**src/include/pwm_temp_pkg.sv**
```systemverilog
// Purpose: shared constants and types for the temperature-encoded pwm output
// Assumes: 40 MHz core clock, period 25 ns
// Notes: periods are given in microseconds and converted to cycles here
package pwm_temp_pkg;
  // ---------------------------------------------------------------
  // clock and timing
  // ---------------------------------------------------------------
  localparam int unsigned CLK_HZ = 40000000;
  localparam int unsigned CLK_PERIOD_NS = 25;
  localparam int unsigned NOM_HIGH_US = 34000; // nominal high period
  localparam int unsigned NOM_LOW_US = 65000; // nominal low period at 25 C
  localparam int unsigned NOM_CYCLE_MS = 99; // typical full cycle at 25 C
  localparam int unsigned REQ_MIN_NS = 20; // shortest low pulse accepted as request
  // least time rounds up, never below one cycle
  localparam int unsigned REQ_MIN_CYC_RAW = (REQ_MIN_NS + CLK_PERIOD_NS - 1) / CLK_PERIOD_NS;
  localparam int unsigned REQ_MIN_CYC = (REQ_MIN_CYC_RAW < 1) ? 1 : REQ_MIN_CYC_RAW;
  localparam int unsigned CYC_PER_US = CLK_HZ / 1000000;
  localparam int unsigned NOM_HIGH_CYC = NOM_HIGH_US * CYC_PER_US;
  localparam int unsigned NOM_LOW_CYC = NOM_LOW_US * CYC_PER_US;
  localparam int unsigned CNT_W = 32;
  localparam int unsigned STRAP_SETTLE = 3; // last settle count before the straps are caught
  // decode constants used by the host side
  localparam int unsigned DEC_OFFSET_C = 421;
  localparam int unsigned DEC_SLOPE_NOM = 751;
  localparam real DEC_SLOPE_DBL = 93.875;

  // ---------------------------------------------------------------
  // three-state pin encoding and decoded settings
  // ---------------------------------------------------------------
  typedef enum logic [1:0] {
    TRI_LOW = 2'h0,
    TRI_FLOAT = 2'h1,
    TRI_HIGH = 2'h2
  } tri_level_t;

  typedef enum logic [2:0] {
    MODE_ONESHOT = 3'h1,
    MODE_CONT = 3'h2,
    MODE_CHAIN = 3'h4
  } op_mode_t;

  typedef enum logic [2:0] {
    RATE_QUARTER = 3'h1,
    RATE_NOMINAL = 3'h2,
    RATE_DBLHI = 3'h4
  } rate_t;

  // period scaling shifts: quarter = >>2, double = <<1
  localparam int unsigned QUARTER_SHIFT = 2;
  localparam int unsigned DOUBLE_SHIFT = 1;
endpackage

```
**src/include/period_if.sv**
```systemverilog
// Purpose: period request/complete bundle between controller and timer
// Assumes: single clock domain
// Notes: start is a one-cycle pulse, done a one-cycle pulse
`timescale 1ns/100ps
interface period_if;
  logic start; // load and start one period
  logic [pwm_temp_pkg::CNT_W-1:0] len; // period length in cycles
  logic done; // pulse on last cycle of the period
  modport ctrl (output start, output len, input done);
  modport tmr (input start, input len, output done);
endinterface

```
**src/hdl/pwm_temp_out.sv**
```systemverilog
// Purpose: single-wire temperature output, fixed high and temperature-set low period
// Assumes: pins sampled at 40 MHz; temperature arrives as a low-period code
// Notes: daisy-chain mode is recognised but held idle with the line released
//
// What this block does
// fixed high, temperature-dependent low period waveform
// floating rate gives 99 ms typical cycle
// mode pin sampled at reset selects mode
// continuous mode repeats waveforms without requests
// rate pin latched once, later changes ignored
// host holds line low over 20 ns
// low pulses under 20 ns ignored
// one waveform per one-shot request
// first rising edge after host release
// both periods timed by same clock
// rate pin scales high and low periods
// host decodes double-high with 93.875 slope
// after one-shot return idle, line released
`timescale 1ns/100ps
module pwm_temp_out #(
  parameter int unsigned HIGH_CYC = pwm_temp_pkg::NOM_HIGH_CYC, // nominal high period
  parameter int unsigned REQ_CYC = pwm_temp_pkg::REQ_MIN_CYC // least request low time
) (
  input wire logic i_clk,
  input wire logic i_nrst,
  input wire logic [1:0] i_mode_select_pin, // three-state level, tri_level_t code
  input wire logic [1:0] i_rate_select_pin, // three-state level, tri_level_t code
  input wire logic [pwm_temp_pkg::CNT_W-1:0] i_low_cyc, // nominal low period for current temperature
  input wire logic i_line_in, // sensed level of the shared output line
  output logic o_line_out, // level driven onto the line
  output logic o_line_oe, // high while the device drives the line
  output logic o_busy // a waveform is in progress
);
  // ---------------------------------------------------------------
  // pin synchronisers
  // ---------------------------------------------------------------
  logic [1:0] mode_s1_q, mode_s2_q; // mode pin two-stage sync
  logic [1:0] rate_s1_q, rate_s2_q; // rate pin two-stage sync
  logic line_s1_q, line_s2_q; // line sense two-stage sync

  // only the second stage is read by logic
  always_ff @(posedge i_clk or negedge i_nrst) begin
    if (!i_nrst) begin
      mode_s1_q <= pwm_temp_pkg::TRI_FLOAT;
      mode_s2_q <= pwm_temp_pkg::TRI_FLOAT;
      rate_s1_q <= pwm_temp_pkg::TRI_FLOAT;
      rate_s2_q <= pwm_temp_pkg::TRI_FLOAT;
      line_s1_q <= 1'b1;
      line_s2_q <= 1'b1;
    end else begin
      mode_s1_q <= i_mode_select_pin;
      mode_s2_q <= mode_s1_q;
      rate_s1_q <= i_rate_select_pin;
      rate_s2_q <= rate_s1_q;
      line_s1_q <= i_line_in;
      line_s2_q <= line_s1_q;
    end
  end

  // ---------------------------------------------------------------
  // power-up strap capture
  // ---------------------------------------------------------------
  function automatic pwm_temp_pkg::op_mode_t dec_mode(input logic [1:0] lvl);
    case (lvl)
      pwm_temp_pkg::TRI_LOW: dec_mode = pwm_temp_pkg::MODE_ONESHOT;
      pwm_temp_pkg::TRI_HIGH: dec_mode = pwm_temp_pkg::MODE_CHAIN;
      default: dec_mode = pwm_temp_pkg::MODE_CONT;
    endcase
  endfunction

  function automatic pwm_temp_pkg::rate_t dec_rate(input logic [1:0] lvl);
    case (lvl)
      pwm_temp_pkg::TRI_LOW: dec_rate = pwm_temp_pkg::RATE_QUARTER;
      pwm_temp_pkg::TRI_HIGH: dec_rate = pwm_temp_pkg::RATE_DBLHI;
      default: dec_rate = pwm_temp_pkg::RATE_NOMINAL;
    endcase
  endfunction

  // straps are caught by a clocked process once the synchroniser holds the
  // real pin level, never under the asynchronous reset itself
  logic [1:0] strap_wait_q, strap_wait_d; // settle count after reset release
  logic strap_ok_q, strap_ok_d; // straps latched
  pwm_temp_pkg::op_mode_t mode_q, mode_d; // latched operating mode
  pwm_temp_pkg::rate_t rate_q, rate_d; // latched conversion rate

  always_comb begin
    strap_wait_d = strap_wait_q;
    strap_ok_d = strap_ok_q;
    mode_d = mode_q;
    rate_d = rate_q;
    if (!strap_ok_q) begin
      if (strap_wait_q == 2'(pwm_temp_pkg::STRAP_SETTLE)) begin
        strap_ok_d = 1'b1;
        mode_d = dec_mode(mode_s2_q);
        rate_d = dec_rate(rate_s2_q);
      end else begin
        strap_wait_d = strap_wait_q + 2'h1;
      end
    end
    // once latched, pin changes do nothing until the next reset
  end

  always_ff @(posedge i_clk or negedge i_nrst) begin
    if (!i_nrst) begin
      strap_wait_q <= 2'h0;
      strap_ok_q <= 1'b0;
      mode_q <= pwm_temp_pkg::MODE_CONT;
      rate_q <= pwm_temp_pkg::RATE_NOMINAL;
    end else begin
      strap_wait_q <= strap_wait_d;
      strap_ok_q <= strap_ok_d;
      mode_q <= mode_d;
      rate_q <= rate_d;
    end
  end

  // ---------------------------------------------------------------
  // period scaling
  // ---------------------------------------------------------------
  // quarter rate shrinks both periods, double-high doubles high and quarters
  // low; nominal with the nominal low code gives the 34/65 ms, 99 ms cycle
  function automatic logic [pwm_temp_pkg::CNT_W-1:0] scale_high(input pwm_temp_pkg::rate_t r,
                                                                input logic [pwm_temp_pkg::CNT_W-1:0] v);
    case (r)
      pwm_temp_pkg::RATE_QUARTER: scale_high = v >> pwm_temp_pkg::QUARTER_SHIFT;
      pwm_temp_pkg::RATE_DBLHI: scale_high = v << pwm_temp_pkg::DOUBLE_SHIFT;
      default: scale_high = v;
    endcase
  endfunction

  function automatic logic [pwm_temp_pkg::CNT_W-1:0] scale_low(input pwm_temp_pkg::rate_t r,
                                                               input logic [pwm_temp_pkg::CNT_W-1:0] v);
    if (r == pwm_temp_pkg::RATE_NOMINAL) begin
      scale_low = v;
    end else begin
      scale_low = v >> pwm_temp_pkg::QUARTER_SHIFT;
    end
  endfunction

  // ---------------------------------------------------------------
  // request filter: host low pulse must last at least the minimum
  // ---------------------------------------------------------------
  logic [7:0] lowcnt_q, lowcnt_d; // cycles the line has been seen low
  logic armed_q, armed_d; // a long enough low pulse was seen
  logic req_pulse; // request taken on release
  // the sensed line lags the wire by the synchroniser, so our own low period
  // would still look like a host pulse for two cycles after we release
  logic [1:0] oe_seen_q, oe_seen_d; // drive enable delayed like the line sense

  always_comb begin
    lowcnt_d = lowcnt_q;
    armed_d = armed_q;
    req_pulse = 1'b0;
    oe_seen_d = {oe_seen_q[0], o_line_oe};
    if (!line_s2_q && !o_line_oe && (oe_seen_q == 2'h0)) begin
      if (lowcnt_q != 8'hff) begin
        lowcnt_d = lowcnt_q + 8'h01;
      end
      if (32'(lowcnt_q) + 32'd1 >= REQ_CYC) begin
        armed_d = 1'b1;
      end
    end else begin
      lowcnt_d = 8'h00;
      if (armed_q && line_s2_q) begin
        req_pulse = 1'b1;
      end
      armed_d = 1'b0;
    end
  end

  always_ff @(posedge i_clk or negedge i_nrst) begin
    if (!i_nrst) begin
      lowcnt_q <= 8'h00;
      armed_q <= 1'b0;
      oe_seen_q <= 2'h0;
    end else begin
      lowcnt_q <= lowcnt_d;
      armed_q <= armed_d;
      oe_seen_q <= oe_seen_d;
    end
  end

  // ---------------------------------------------------------------
  // waveform sequencer
  // ---------------------------------------------------------------
  typedef enum logic [2:0] {
    ST_IDLE = 3'h1,
    ST_HIGH = 3'h2,
    ST_LOW = 3'h4
  } wave_st_t;

  wave_st_t st_q, st_d; // sequencer state
  logic [pwm_temp_pkg::CNT_W-1:0] low_len_q, low_len_d; // low period held for this cycle
  period_if per (); // link to the shared period counter

  // one timer serves both periods, back to back, so the ratio is clock-free
  period_timer u_timer (
    .i_clk(i_clk),
    .i_nrst(i_nrst),
    .p(per.tmr)
  );

  always_comb begin
    st_d = st_q;
    low_len_d = low_len_q;
    per.start = 1'b0;
    per.len = scale_high(rate_q, pwm_temp_pkg::CNT_W'(HIGH_CYC));
    unique case (st_q)
      ST_IDLE: begin
        if (strap_ok_q && ((mode_q == pwm_temp_pkg::MODE_CONT) ||
            (mode_q == pwm_temp_pkg::MODE_ONESHOT && req_pulse))) begin
          st_d = ST_HIGH;
          per.start = 1'b1;
          low_len_d = scale_low(rate_q, i_low_cyc);
        end
      end
      ST_HIGH: begin
        if (per.done) begin
          st_d = ST_LOW;
          per.start = 1'b1;
          per.len = low_len_q;
        end
      end
      ST_LOW: begin
        if (per.done) begin
          if (mode_q == pwm_temp_pkg::MODE_CONT) begin
            st_d = ST_HIGH; // back to back
            per.start = 1'b1;
            low_len_d = scale_low(rate_q, i_low_cyc);
          end else begin
            st_d = ST_IDLE;
          end
        end
      end
    endcase
  end

  always_ff @(posedge i_clk or negedge i_nrst) begin
    if (!i_nrst) begin
      st_q <= ST_IDLE;
      low_len_q <= '0;
    end else begin
      st_q <= st_d;
      low_len_q <= low_len_d;
    end
  end

  // ---------------------------------------------------------------
  // line drive
  // ---------------------------------------------------------------
  logic out_q, out_d; // driven level
  logic oe_q, oe_d; // drive enable

  // idle releases the line so the host can pull it low for a request
  always_comb begin
    out_d = (st_d == ST_HIGH);
    oe_d = (st_d != ST_IDLE);
  end

  always_ff @(posedge i_clk or negedge i_nrst) begin
    if (!i_nrst) begin
      out_q <= 1'b0;
      oe_q <= 1'b0;
    end else begin
      out_q <= out_d;
      oe_q <= oe_d;
    end
  end

  assign o_line_out = out_q;
  assign o_line_oe = oe_q;
  assign o_busy = oe_q;
endmodule

```
**src/hdl/period_timer.sv**
```systemverilog
// Purpose: counts one high or low period from the shared core clock
// Assumes: len is at least one cycle
// Notes: both periods use this counter, so their ratio tracks one clock
`timescale 1ns/100ps
module period_timer (
  input wire logic i_clk,
  input wire logic i_nrst,
  period_if.tmr p
);
  // ---------------------------------------------------------------
  // down counter
  // ---------------------------------------------------------------
  logic [pwm_temp_pkg::CNT_W-1:0] cnt_q, cnt_d; // cycles left
  logic run_q, run_d; // a period is in progress
  logic done_q, done_d; // registered end pulse

  // next-state: start reloads, otherwise count down to one
  always_comb begin
    cnt_d = cnt_q;
    run_d = run_q;
    done_d = 1'b0;
    if (p.start) begin
      cnt_d = p.len;
      run_d = 1'b1;
    end else if (run_q) begin
      if (cnt_q <= pwm_temp_pkg::CNT_W'(1)) begin
        run_d = 1'b0;
        done_d = 1'b1;
      end else begin
        cnt_d = cnt_q - pwm_temp_pkg::CNT_W'(1);
      end
    end
  end

  always_ff @(posedge i_clk or negedge i_nrst) begin
    if (!i_nrst) begin
      cnt_q <= '0;
      run_q <= 1'b0;
      done_q <= 1'b0;
    end else begin
      cnt_q <= cnt_d;
      run_q <= run_d;
      done_q <= done_d;
    end
  end

  assign p.done = done_q;
endmodule

```
**config.mk**
```make
export PLATFORM = sky130hd
export DESIGN_NAME = pwm_temp_out
export DESIGN_NICKNAME = d
export VERILOG_FILES = /design/src/include/pwm_temp_pkg.sv /design/src/include/period_if.sv /design/src/hdl/pwm_temp_out.sv /design/src/hdl/period_timer.sv
export SDC_FILE = /design/constraint.sdc
export NUM_CORES = 1
export LEC_CHECK = 0
export ABC_AREA = 1
export BUFFER_PORTS_ARGS = -buffer_cell sky130_fd_sc_hd__buf_2
export CAP_MARGIN = 20
export CORE_MARGIN = 8
export CORE_UTILIZATION = 60
export DETAILED_ROUTE_END_ITERATION = 10
export PLACE_DENSITY = 0.85
export REMOVE_ABC_BUFFERS = 1
export SYNTH_ARGS = -nofsm -noshare
export SYNTH_HDL_FRONTEND = slang
export SYNTH_SLANG_ARGS = --single-unit
export TNS_END_PERCENT = 5
```
**constraint.sdc**
```tcl
create_clock -name i_clk -period 2 [get_ports i_clk]
set_input_delay 0.1 -clock i_clk [delete_from_list [all_inputs] [get_ports i_clk]]
set_output_delay 0.1 -clock i_clk [all_outputs]
set_load 0.03 [all_outputs]
```
# After elaboration in Yosys (flattened, before gate mapping)
# Index checks and enable logic that the tools add are counted.
[classes]
addsub = 4
magnitude_cmp = 2
eq_ne = 20
muxes = 37
bitwise_logic = 2
n_reduce_logical = 17
[ops]
columns = ["operator", "count"]
rows = [
  ["32-bit two-way mux", 9],
  ["32-bit case mux with 2 select lines", 1],
  ["22-bit case mux with 2 select lines", 1],
  ["32-bit by 1-bit less-or-equal comparator with 1-bit output, second input constant", 1],
  ["32-bit by 1-bit subtractor with 32-bit output, second input constant", 1],
  ["1-bit two-way mux", 16],
  ["8-bit two-way mux", 2],
  ["3-bit by 2-bit equality test with 1-bit output, second input constant", 4],
  ["3-bit case mux with 2 select lines", 2],
  ["8-bit by 1-bit adder with 9-bit output, second input constant", 1],
  ["3-bit by 1-bit equality test with 1-bit output, second input constant", 3],
  ["9-bit by 1-bit >= comparator with 1-bit output, second input constant", 1],
  ["3-bit two-way mux", 3],
  ["3-bit case mux with 3 select lines", 1],
  ["8-bit by 1-bit adder with 8-bit output, second input constant", 1],
  ["8-bit inequality test, second input constant", 1],
  ["2-bit equality test, second input constant", 3],
  ["3-bit equality test, second input constant", 2],
  ["2-bit logical NOT", 3],
  ["2-bit by 1-bit inequality test with 1-bit output, second input constant", 3],
  ["2-bit inequality test, second input constant", 3],
  ["2-bit AND reduction", 3],
  ["1-bit logical AND", 5],
  ["4-bit AND reduction", 1],
  ["8 further kinds", 11],
]
[word_totals]
ff_bits = 101
in_bits = 39
out_inout_bits = 3
wordCells = 102

# Depth between registers and ports, before layout
# Gate-level depths: netlist (run 1).
[logic_depth]
depth_word = 11
mapped_depth = 13
depth_no_buf = 12

# Cells and area by module
# A second synthesis (run 1) with hierarchy kept.
[unflattened]
hier_cells = 923
area_unflattened_um2 = 6139.6
[by_module_without_submodules]
columns = ["mod", "instances", "cells_per_inst", "area_each_um2", "seq_area_each_um2"]
rows = [
  ["pwm_temp_out", 1, 462, 3387.0, 1687.9],
  ["period_timer", 1, 461, 2752.6, 850.8],
]

# Least setup slack after synthesis (run 1)
# Ideal clock, no wire load.
[synth_path]
path_kind = "flip-flop to flip-flop"
startpoint = "register u_timer.cnt_q[0] (netlist bit)"
endpoint = "register u_timer.cnt_q[19] (netlist bit)"
setup_time_ns = 0.116
arrival_time_ns = 1.594
required_time_ns = 1.884
slack_ns = 0.290
stages_incl_launch_ff = 12
n_path_buf = 2
period_less_slack_ns = 1.710
cell_sequence = "dfrtp_1 -> inv_1 -> ha_1 -> nand2_2 -> a21oi_2 -> nand4_2 -> nand2_4 -> nand2_2 -> buf_6 -> buf_6 -> nand2_1 -> nand2_1"
[synth_between]
elab_chain_len = 4
word_cells_on_any_way = 7
cone_classes = "add/sub: 1; order compare: 1; eq/ne: 1; mux: 3; reduce/logical: 1"
[synth_lines]
columns = ["item", "line_no", "source"]
rows = [
  ["start: declaration", "period_timer.sv:13", "logic [pwm_temp_pkg::CNT_W-1:0] cnt_q, cnt_d;"],
  ["start signal: assignment", "period_timer.sv:41", "cnt_q <= cnt_d;"],
  ["32-bit by 1-bit subtractor with 32-bit output", "period_timer.sv:30", "cnt_d = cnt_q - pwm_temp_pkg::CNT_W'(1);"],
  ["32-bit two-way mux", "period_timer.sv:26", "if (cnt_q <= pwm_temp_pkg::CNT_W'(1)) begin"],
  ["32-bit two-way mux", "period_timer.sv:25", "end else if (run_q) begin"],
  ["32-bit two-way mux", "period_timer.sv:22", "if (p.start) begin"],
]
# Parallel ways exist; a longest one is shown, timed or not. The select of a mux whose other input is x is not followed.
# A chain may end at the register's enable or synchronous reset.

# Worst setup path after layout (run 1)
[layout_path]
startpoint = "register u_timer.cnt_q[0] (netlist bit)"
endpoint = "register u_timer.cnt_q[23] (netlist bit)"
# Same word-level chain as after synthesis.

==> out/qor.csv, run 1 <==
metric;value;unit
p_int;3.31;mW
path_class;flip-flop to flip-flop;
finalWorstSetupSlack;0.133;ns
numCtsBuffers;9;
post-synth-top-area-cell;dfrtp_1;
fin_skew;0.0149;ns
die_h;113;um
status;finished clean;
insertion_delay;0.37;ns
area_delta_synth_final;11.6;%
p_per_area;861;mW/mm^2
gr-total-overflow;0;
grt_usage;0.218;
yosysSeqAreaShare;0.451;
netSwitchingPower;2.09;mW
drc;0;
cts_tree;done;
viasPerCell;5.49;
p_clk_frac;0.228;
finalHoldViolations;0;
period_share;0.934;
min-delay-path-class;input pin to flip-flop;
endpoint_kind;flip-flop;
seq_area;0.00254;sq mm
post-synth-top-count-cell;nand2_1;
worst_slew_pin_slew;0.455;ns
vias;5024;
synthFlopType;dfrtp_1;
synth_edf_count;0;
fillerInstances;721;
whs;0.0139;ns
fin_util;0.686;
synth-async-reset-ratio;1.00;
synth_top_area_frac;0.409;
root_buffer;clkbuf_8;
htreeDepth;3;
drv_slew;0;
die_x;113;um
rsz0062_at_grt;false;
diodes;0;
place.gp.congestion;0.920;
ys_seq_elements;101;
ys_types;37;
timing.slew.headroom;0.697;
syn_inst;751;
syn_avg_cell_area;7.49;sq um
clockBufferDepth;2;
port_buffers;41;
antenna_found_initial;0;
combinationalPowerShare;0.310;
tns;0;ns
core_area;0.00915;sq mm
dp_slack;0.138;ns
drtPass1Iterations;5;
postCtsSetupBuffers;0;
yosys-top-cells-count;nand2_1, dfrtp_1, nor2_1;
setup-violations-final;0;
cap_viol_max_count;0;
reg2regPathDepth;10;
fin_crit;1.87;ns
routed_wl;13.5;mm
yosys_warnings;0;
total_leakage_power;3.17;nW
rows;35;
grt_max_degree;65;
grt_pass1_wl;22.7;mm
postRouteAntennaNets;0;
cp.arrival;2.13;ns
avgRoutedWirePerCell;14.8;um
hold_path_depth;3;
required;2.26;ns
drive_above_1_share;0.127;
syn_area;0.00563;sq mm
first_global_vias;5055;
synth_area_leaders;dfrtp_1, nand2_1, nor2_1, mux2i_1, nand3_1;
cp_max_fo;16;
ir_drop;0.399;mV
clk_pin_slew;0.10;ns
hpwl;9.81;mm
drtIter0Drc;349;
p_sw_frac;0.387;
seq_power_share;0.462;
start_util;0.615;
dieArea;0.0127;sq mm
fmax;536;MHz
num_io_pins;42;
nNetsFinal;843;
start_kind;flip-flop;
cts_num_sinks;101;
multi_input_area;0.00276;sq mm
path summary, 6_finish.rpt:
| check | slack, ns | startpoint | to |
|---|---|---|---|
| min in group asynchronous | 0.22 | i_nrst | rate_s1_q[1]$_DFF_PN0_ |
| hold / removal | 0.01 | i_low_cyc[0] | low_len_q[0]$_DFFE_PN0P_ |
| hold reg to reg | 0.36 | line_s1_q$_DFF_PN1_ | line_s2_q$_DFF_PN1_ |
| setup reg to reg | 0.13 | u_timer.cnt_q[0]$_DFFE_PN0P_ | u_timer.cnt_q[23]$_DFFE_PN0P_ |
| setup / recovery | 0.13 | u_timer.cnt_q[0]$_DFFE_PN0P_ | u_timer.cnt_q[23]$_DFFE_PN0P_ |
| max in group asynchronous | 1.10 | i_nrst | u_timer.cnt_q[31]$_DFFE_PN0P_ |
worst max-delay path: stages (launching register included):
cell and delay, ns:
dfrtp_1 0.42, inv_1 0.13, ha_2 0.24, nand2_2 0.10
a21oi_2 0.17, nand4_2 0.15, nand2_4 0.11, nand2_2 0.06
buf_4 0.20, nand2_1 0.09, o21ai_0 0.08
kinds of logic (layout without fill, tap and decap cells):
kind of cell               Yosys count  in the layout  share of synthesized area
buffers and inverters               79            132                     0.0611
AOI/OAI and AO/OA                   76             76                     0.0725
and+or+nand+nor                    446            446                      0.329
DFF                                101            101                      0.451
adders and majority gates            5              5                     0.0111
muxes                               30             30                     0.0534
xor gates and xnor gates            14             14                     0.0218
power by group through the flow:
stage / combinational, mW / clock (mW) / sequential [mW]
floorplan: 1.18 / 0 / 2.48
global placement: 1.54 / 0 / 2.51
detailed placement: 1.59 / 0 / 2.53
CTS: 1.61 / 1.25 / 2.49
global route: 1.90 / 1.31 / 2.52
finish: 1.68 / 1.23 / 2.50
layer usage:
metal | GRT usage | wire length [um] | vias to the layer above
met5 | 0 | 0 | -
met4 | 0.0844 | 262 | 0
met3 | 0.0357 | 679 | 21
met2 | 0.373 | 6620 | 170
met1 | 0.272 | 5940 | 2340
li1 | - | - | 2493
metrics by stage:
stage / power, mW / instances / area [sq um]
floorplan: 3.65 / 725 / 5480
global placement: 4.06 / 890 / 5980
detailed placement: 4.12 / 890 / 5980
CTS: 5.35 / 914 / 6240
global route: 5.73 / 915 / 6280
finish: 5.41 / 915 / 6280
layout by cell type (no fill, tap or decap), types with 2 or more instances in the layout:
| master | synthesis | layout |
|---|---|---|
| nand2_1 | 279 | 279 |
| dfrtp_1 | 92 | 92 |
| nor2_1 | 86 | 86 |
| inv_1 | 49 | 49 |
| nand3_1 | 49 | 49 |
| buf_2 | 14 | 40 |
| o21ai_0 | 31 | 31 |
| o21ai_1 | 31 | 31 |
| mux2i_1 | 30 | 30 |
| xor2_1 | 9 | 9 |
| clkbuf_8 | 0 | 9 |
| buf_4 | 4 | 9 |
| dfstp_2 | 9 | 9 |
| dlygate4sd3_1 | 0 | 8 |
| o21bai_1 | 6 | 6 |
| nand4_1 | 6 | 6 |
| nor3_1 | 6 | 6 |
| xnor2_1 | 5 | 5 |
| ha_1 | 5 | 4 |
| buf_12 | 0 | 4 |
| inv_2 | 4 | 3 |
| nor2_2 | 3 | 3 |
| nor3b_1 | 3 | 3 |
| o22ai_1 | 3 | 3 |
| nor2_4 | 2 | 2 |
| nand2_2 | 3 | 2 |
| nand2_4 | 1 | 2 |
| or2_2 | 2 | 2 |
| a21oi_1 | 2 | 2 |
| clkinv_4 | 0 | 2 |
| clkinv_2 | 0 | 2 |
| inv_6 | 0 | 2 |
what timing repair did:
item                                    4_1_cts  5_1_grt
endpoints found under the hold margin        41        0
endpoints found under the setup margin        0       21
hold buffers                                  8        0
resized for setup                             0        4
registers in the layout (all words and copies together), names as in the netlist, 3 cells and up:
name	cells
u_timer.cnt_q	32
st_q	3
lowcnt_q	8
mode_q	3
rate_q	3
low_len_q	32
final cells by class:
class | instances | share of cell area
inverters | 53 | 0.0321
clock buffers | 9 | 0.0197
multi-input cells | 571 | 0.439
well taps | 111 | 0.0221
flip-flops and latches | 101 | 0.404
repair buffers | 63 | 0.0739
clock inverters | 7 | 0.00896
Note: power is estimated with default switching activity, not from simulation.
==> inputs of run 2 (changes only) <==
--- a/config.mk
+++ b/config.mk
@@ -9,9 +9,10 @@
 export BUFFER_PORTS_ARGS = -buffer_cell sky130_fd_sc_hd__buf_2
 export CAP_MARGIN = 20
 export CORE_MARGIN = 8
-export CORE_UTILIZATION = 60
+export CORE_UTILIZATION = 35
 export DETAILED_ROUTE_END_ITERATION = 10
-export PLACE_DENSITY = 0.85
+export PLACE_DENSITY = 0.56
+export RECOVER_POWER = 100
 export REMOVE_ABC_BUFFERS = 1
 export SYNTH_ARGS = -nofsm -noshare
 export SYNTH_HDL_FRONTEND = slang
==> run 2 against run 1 <==
Against the previous run:
- clock skew down 0.0077 ns
- sequential power about the same
- count of clock-buffer cells in the layout up 2
- combinational power down 5%
- non-clock buffer count up 2
- sequential share of layout area down 1.4 points
- core utilization down 28 points
- fmax up 3.2%
- die area up 60%
- critical path type unchanged
- largest cell class unchanged
- highest routed layer unchanged
==> out/qor.csv, run 2 (synthesis results as in run 1) <==
metric;value;unit;change
rows;46;;+31%
cts_num_sinks;101;;unchanged
period_share;0.905;;-0.0290
status;finished clean;;
dieArea;0.0204;sq mm;+60%
place.gp.congestion;0.858;;-6.7%
reg_top3;low_len_q (32), u_timer.cnt_q (32), lowcnt_q (8);;
worst_slew_pin_slew;1.31;ns;+0.854 ns
numCtsBuffers;9;;unchanged
avgRoutedWirePerCell;13.2;um;-10%
hold_start;i_low_cyc[31];;
grt_max_degree;65;;unchanged
grt_usage;0.144;;-0.0745
place_area;0.00616;sq mm;+3.0%
required;2.23;ns;-0.03 ns
finalPower;6.03;mW;+12%
die_h;143;um;+27%
clk_pin_slew;0.07;ns;-0.03 ns
num_io_pins;42;;unchanged
cts_tree;done;;
worstReg2RegStart;u_timer.cnt_q[0]$_DFFE_PN0P_;;
reg2regPathDepth;10;;unchanged
core_area;0.0158;sq mm;+73%
clockBufferDepth;2;;unchanged
htreeDepth;3;;unchanged
hpwl;9.90;mm;+0.85%
p_per_area;928;mW/mm^2;+7.8%
timing.slew.headroom;0.128;;-0.569
drtIter0Drc;315;;-9.7%
cp_max_fo;30;;+14
tns;0;ns;unchanged
layout.cells.non_filler;1022;;+12%
layout_commonest_cell;nand2_1;;
fin_skew;0.00723;ns;-0.00768 ns
start_util;0.356;;-0.259
cp.arrival;2.04;ns;-0.09 ns
endpoint_kind;flip-flop;;
ir_drop;0.466;mV;+17%
root_buffer;clkbuf_16;;
hold_path_depth;3;;unchanged
finalHoldViolations;0;;unchanged
antenna_found_initial;0;;unchanged
nNetsFinal;845;;+0.24%
cap_viol_max_count;0;;unchanged
area_delta_synth_final;15.5;%;
gr-total-overflow;0;;unchanged
port_buffers;41;;unchanged
cp-startpoint;u_timer.cnt_q[0]$_DFFE_PN0P_;;
drv_slew;0;;unchanged
first_global_vias;4766;;-5.7%
routed_wl;13.5;mm;about the same
top_layer_used;met4;;
fin_crit;1.81;ns;-0.0580 ns
grt_pass1_wl;23.4;mm;+2.8%
drtPass1Iterations;5;;unchanged
met3WireLength;362;um;-47%
fmax;553;MHz;+3.2%
regToRegEndpoint;u_timer.cnt_q[10]$_DFFE_PN0P_;;
dr_wl_met2;6.18;mm;-6.7%
drive_above_1_share;0.120;;-0.00652
rsz0062_at_grt;false;;
design_area;0.00650;sq mm;+3.5%
dp.cells;1000;;+12%
dp_slack;0.223;ns;+0.0852 ns
wl_met1;6.51;mm;+9.7%
die_x;143;um;+27%
drc;0;;unchanged
final_cell_mix;nand2_1, dfrtp_1, nor2_1;;
vias;4840;;-3.7%
postRouteAntennaNets;0;;unchanged
min-delay-path-class;input pin to flip-flop;;
finalWorstSetupSlack;0.191;ns;+0.0580 ns
r2r_slack;0.19;ns;+0.06 ns
postCtsSetupBuffers;0;;unchanged
viasPerCell;4.74;;-14%
worstHoldEndpoint;low_len_q[31]$_DFFE_PN0P_;;
path_class;flip-flop to flip-flop;;
start_kind;flip-flop;;
diodes;0;;unchanged
insertion_delay;0.35;ns;-0.02 ns
setup-violations-final;0;;unchanged
total_leakage_power;3.21;nW;+1.4%
## run 2: cell types whose count changed in the layout (fill, tap and decap cells not counted), moves of 3 or more
cell       delta
o21ai_1      -28
clkbuf_8      -8
clkbuf_16     +8
clkbuf_1      +6
buf_12        -3
o21ai_0      +28
## run 2: through the flow
| stage | utilization | hold WS, ns |
|---|---|---|
| floorplan | - | -0.196 |
| global placement | 0.389 | -0.0874 |
| detailed placement | 0.389 | -0.0872 |
| CTS | 0.414 | 0.00411 |
| global route | 0.411 | 0.0545 |
| finish | 0.411 | 0.0288 |
## run 2: worst max-delay path: stages, from the launching register on
cell and delay [ns]:
dfrtp_1 0.40, inv_1 0.12, ha_1 0.19, nand2_2 0.10, a21oi_2 0.17, nand4_2 0.17, nand2_4 0.11, nand2_2 0.06
buf_6 0.19, nand2_1 0.08, o21ai_0 0.08
## run 2: final cells by class
type                    instances  area (sq um)
clock buffers                  11           243
clock inverters                 5          82.6
fillers                      1643          9330
inverters                      53           199
multi-input cells             571          2760
flip-flops and latches        101          2540
well taps                     216           270
repair buffers                 65           410
## run 2: metal layers
metal	track usage	vias up
met5	0	-
met4	0.0789	0
met3	0.0180	22
met2	0.228	76
met1	0.187	2239
li1	-	2503
## run 2: power by group
group | switching [mW] | internal, mW
Sequential | 0.246 | 2.25
Clock | 0.795 | 1.14
Combinational | 1.03 | 0.571
Total | 2.07 | 3.96
## run 2: how the worst max path moves through the flow
stage                                    end  slack (ns)  depth (start not counted)
2_1_floorplan      low_len_q[10]$_DFFE_PN0P_       -0.82                          4
3_3_place_gp         lowcnt_q[1]$_DFFE_PN0P_        0.23                          7
3_5_place_dp         lowcnt_q[1]$_DFFE_PN0P_        0.22                          7
4_1_cts         u_timer.cnt_q[4]$_DFFE_PN0P_        0.20                         10
5_1_grt         u_timer.cnt_q[2]$_DFFE_PN0P_        0.01                         10
6_report       u_timer.cnt_q[10]$_DFFE_PN0P_        0.19                         10
## run 2: timing repair
| action | 4_1_cts | 5_1_grt |
|---|---|---|
| gates resized for setup | 0 | 2 |
| endpoints found under the hold margin | 98 | 0 |
| hold buffers | 6 | 0 |
| setup endpoints to repair | 0 | 3 |
==> inputs of run 3 (changes only) <==
--- a/config.mk
+++ b/config.mk
@@ -8,6 +8,7 @@
 export ABC_AREA = 1
 export BUFFER_PORTS_ARGS = -buffer_cell sky130_fd_sc_hd__buf_2
 export CAP_MARGIN = 20
+export CORE_ASPECT_RATIO = 0.5
 export CORE_MARGIN = 8
 export CORE_UTILIZATION = 35
 export DETAILED_ROUTE_END_ITERATION = 10
==> constraint.sdc (replaced) <==
create_clock -name i_clk -period 2 [get_ports i_clk]
set_input_delay 0.4 -clock i_clk [delete_from_list [all_inputs] [get_ports i_clk]]
set_output_delay 0.4 -clock i_clk [all_outputs]
set_load 0.03 [all_outputs]
==> run 3 against run 2 <==
Against the previous run:
- non-clock buffer count shrank 3
- combinational power grew 5%
- first-iteration DRC count shrank 1.6%
- worst hold slack gained 0.11 ns
- critical path type unchanged
==> out/qor.csv, run 3 (synthesis results as in run 1) <==
metric;value;unit;change
status;finished clean;;
hold_path_depth;1;;-2
drtIter0Drc;310;;-1.6%
viasPerCell;4.80;;+1.3%
drc;0;;unchanged
dp.cells;990;;-1.0%
endpoint_kind;flip-flop;;
htreeDepth;3;;unchanged
fin_util;0.416;;+0.00530
port_buffers;41;;unchanged
worstReg2RegStart;st_q[0]$_DFF_PN1_;;
critPathSlowestCell;dfstp_2;;
drive_above_1_share;0.128;;+0.00792
reg2regPathDepth;6;;-4
layout_commonest_cell;nand2_1;;
rows;32;;-30%
postCtsSetupBuffers;0;;unchanged
timing.slew.headroom;0.510;;+0.382
avgRoutedWirePerCell;14.2;um;+7.7%
start_util;0.361;;+0.00577
cap_viol_max_count;0;;unchanged
worstHoldEndpoint;rate_s1_q[0]$_DFF_PN1_;;
worst_path_dominant_cell_family;simple AND/OR/NAND/NOR gates;;
num_io_pins;42;;unchanged
postRouteAntennaNets;0;;unchanged
grt_max_degree;65;;unchanged
rsz0062_at_grt;true;;
fin_crit;1.86;ns;+0.0513 ns
dieArea;0.0206;sq mm;+1.2%
hold_start;i_rate_select_pin[0];;
hpwl;10.4;mm;+5.5%
r2r_slack;0.14;ns;-0.05 ns
drtPass1Iterations;5;;unchanged
fmax;537;MHz;-2.8%
fin_skew;0.00967;ns;+0.00244 ns
total_leakage_power;3.20;nW;-0.21%
grt_usage;0.148;;+0.00400
start_kind;flip-flop;;
fillerInstances;1616;;-1.6%
p_per_area;932;mW/mm^2;+0.41%
layout.cells.non_filler;1007;;-1.5%
die_x;195;um;+37%
antenna_found_initial;0;;unchanged
min-delay-path-class;input pin to flip-flop;;
crit_chain;nor3_2 > nand2_1 > nand3_1 > nand2_2 > inv_4 > nor3b_1;;
period_share;0.930;;+0.0257
insertion_delay;0.35;ns;about the same
regToRegEndpoint;u_timer.p.done$_DFF_PN0_;;
root_buffer;clkbuf_16;;
crit_buf_inv;1;;-1
path_class;flip-flop to flip-flop;;
final_cell_mix;nand2_1, dfrtp_1, nor2_1;;
vias;4829;;-0.23%
required;2.21;ns;-0.02 ns
finalHoldViolations;0;;unchanged
clk_pin_slew;0.07;ns;about the same
numCtsBuffers;9;;unchanged
cts_num_sinks;101;;unchanged
clockBufferDepth;2;;unchanged
ir_drop;0.506;mV;+8.5%
routed_wl;14.3;mm;+6.2%
cts_tree;done;;
cp_max_fo;12;;-60%
place.gp.congestion;0.878;;+2.4%
diodes;0;;unchanged
grt_pass1_wl;25.1;mm;+7.3%
cp.arrival;2.08;ns;+0.04 ns
core_area;0.0156;sq mm;-1.6%
nNetsFinal;842;;-0.36%
setup-violations-final;0;;unchanged
first_global_vias;4941;;+3.7%
worst_slew_pin_slew;0.735;ns;-0.574 ns
cpPeakStageDelay;0.58;ns;+0.18 ns
area_delta_synth_final;15.1;%;
gr-total-overflow;0;;unchanged
reg_top3;low_len_q (32), u_timer.cnt_q (32), lowcnt_q (8);;
die_h;106;um;-26%
tns;0;ns;unchanged
drv_slew;0;;unchanged
==> run 3: cell count changes in the layout (fill, tap and decap cells not counted), moves of 2 or more <==
cell and delta:
buf_12 +4, inv_1 -2, clkbuf_2 +2, dlygate4sd3_1 -5
o21ai_0 -28, o21ai_1 +28, clkbuf_1 -2, clkinvlp_4 +2
==> run 3: power breakdown <==
group	switching (mW)	internal (mW)	leakage [nW]
combinational	1.06	0.617	1.93
clock	0.836	1.02	0.147
sequential	0.250	2.25	1.12
==> run 3: final cells by class <==
class / instances / area, sq um / area share
Inverter: 53 / 201 / 0.0311
Clock buffer: 10 / 239 / 0.0369
Sequential cell: 101 / 2540 / 0.392
Clock inverter: 6 / 70.1 / 0.0108
Multi-Input combinational cell: 571 / 2750 / 0.425
Tap cell: 204 / 255 / 0.0394
Timing Repair Buffer: 62 / 423 / 0.0653
==> run 3: worst max-delay path by stage <==
stage                                 start                             to  slack (ns)  cells past startpoint
3_3_place_gp              st_q[2]$_DFF_PN0_  u_timer.cnt_q[20]$_DFFE_PN0P_        0.20                      8
3_5_place_dp   u_timer.cnt_q[0]$_DFFE_PN0P_   u_timer.cnt_q[6]$_DFFE_PN0P_        0.15                      9
5_1_grt                   st_q[0]$_DFF_PN1_       u_timer.p.done$_DFF_PN0_      -0.008                      6
6_report                  st_q[0]$_DFF_PN1_       u_timer.p.done$_DFF_PN0_        0.14                      6
4_1_cts        u_timer.cnt_q[0]$_DFFE_PN0P_   u_timer.cnt_q[6]$_DFFE_PN0P_        0.11                      9
2_1_floorplan         rate_q[1]$_DFFE_PN1P_      low_len_q[10]$_DFFE_PN0P_       -0.82                      4
==> run 3: routing by layer <==
| metal | wire length, um | GRT usage | up-vias |
|---|---|---|---|
| met1 | 7470 | 0.206 | 2242 |
| met4 | 137 | 0.0334 | 0 |
| met2 | 6230 | 0.233 | 76 |
| met3 | 492 | 0.0324 | 12 |
| met5 | 0 | 0 | - |
| li1 | - | - | 2499 |
==> run 3: per-stage QoR <==
stage / hold WS, ns / cell area [sq um] / worst slack (ns) / power (mW)
3_3_place_gp: 0.343 / 6180 / 0.198 / 4.20
4_1_cts: 0.133 / 6500 / 0.111 / 6.10
5_1_grt: 0.128 / 6480 / -0.00769 / 6.48
3_5_place_dp: 0.347 / 6180 / 0.153 / 4.22
2_1_floorplan: 0.104 / 5480 / -0.816 / 3.65
6_report: 0.144 / 6480 / 0.139 / 6.04
==> run 3: what timing repair did <==
action,CTS,global route
endpoints found under the hold margin,22,0
resized for setup,0,4
endpoints found under the setup margin,0,9
hold buffers,1,0
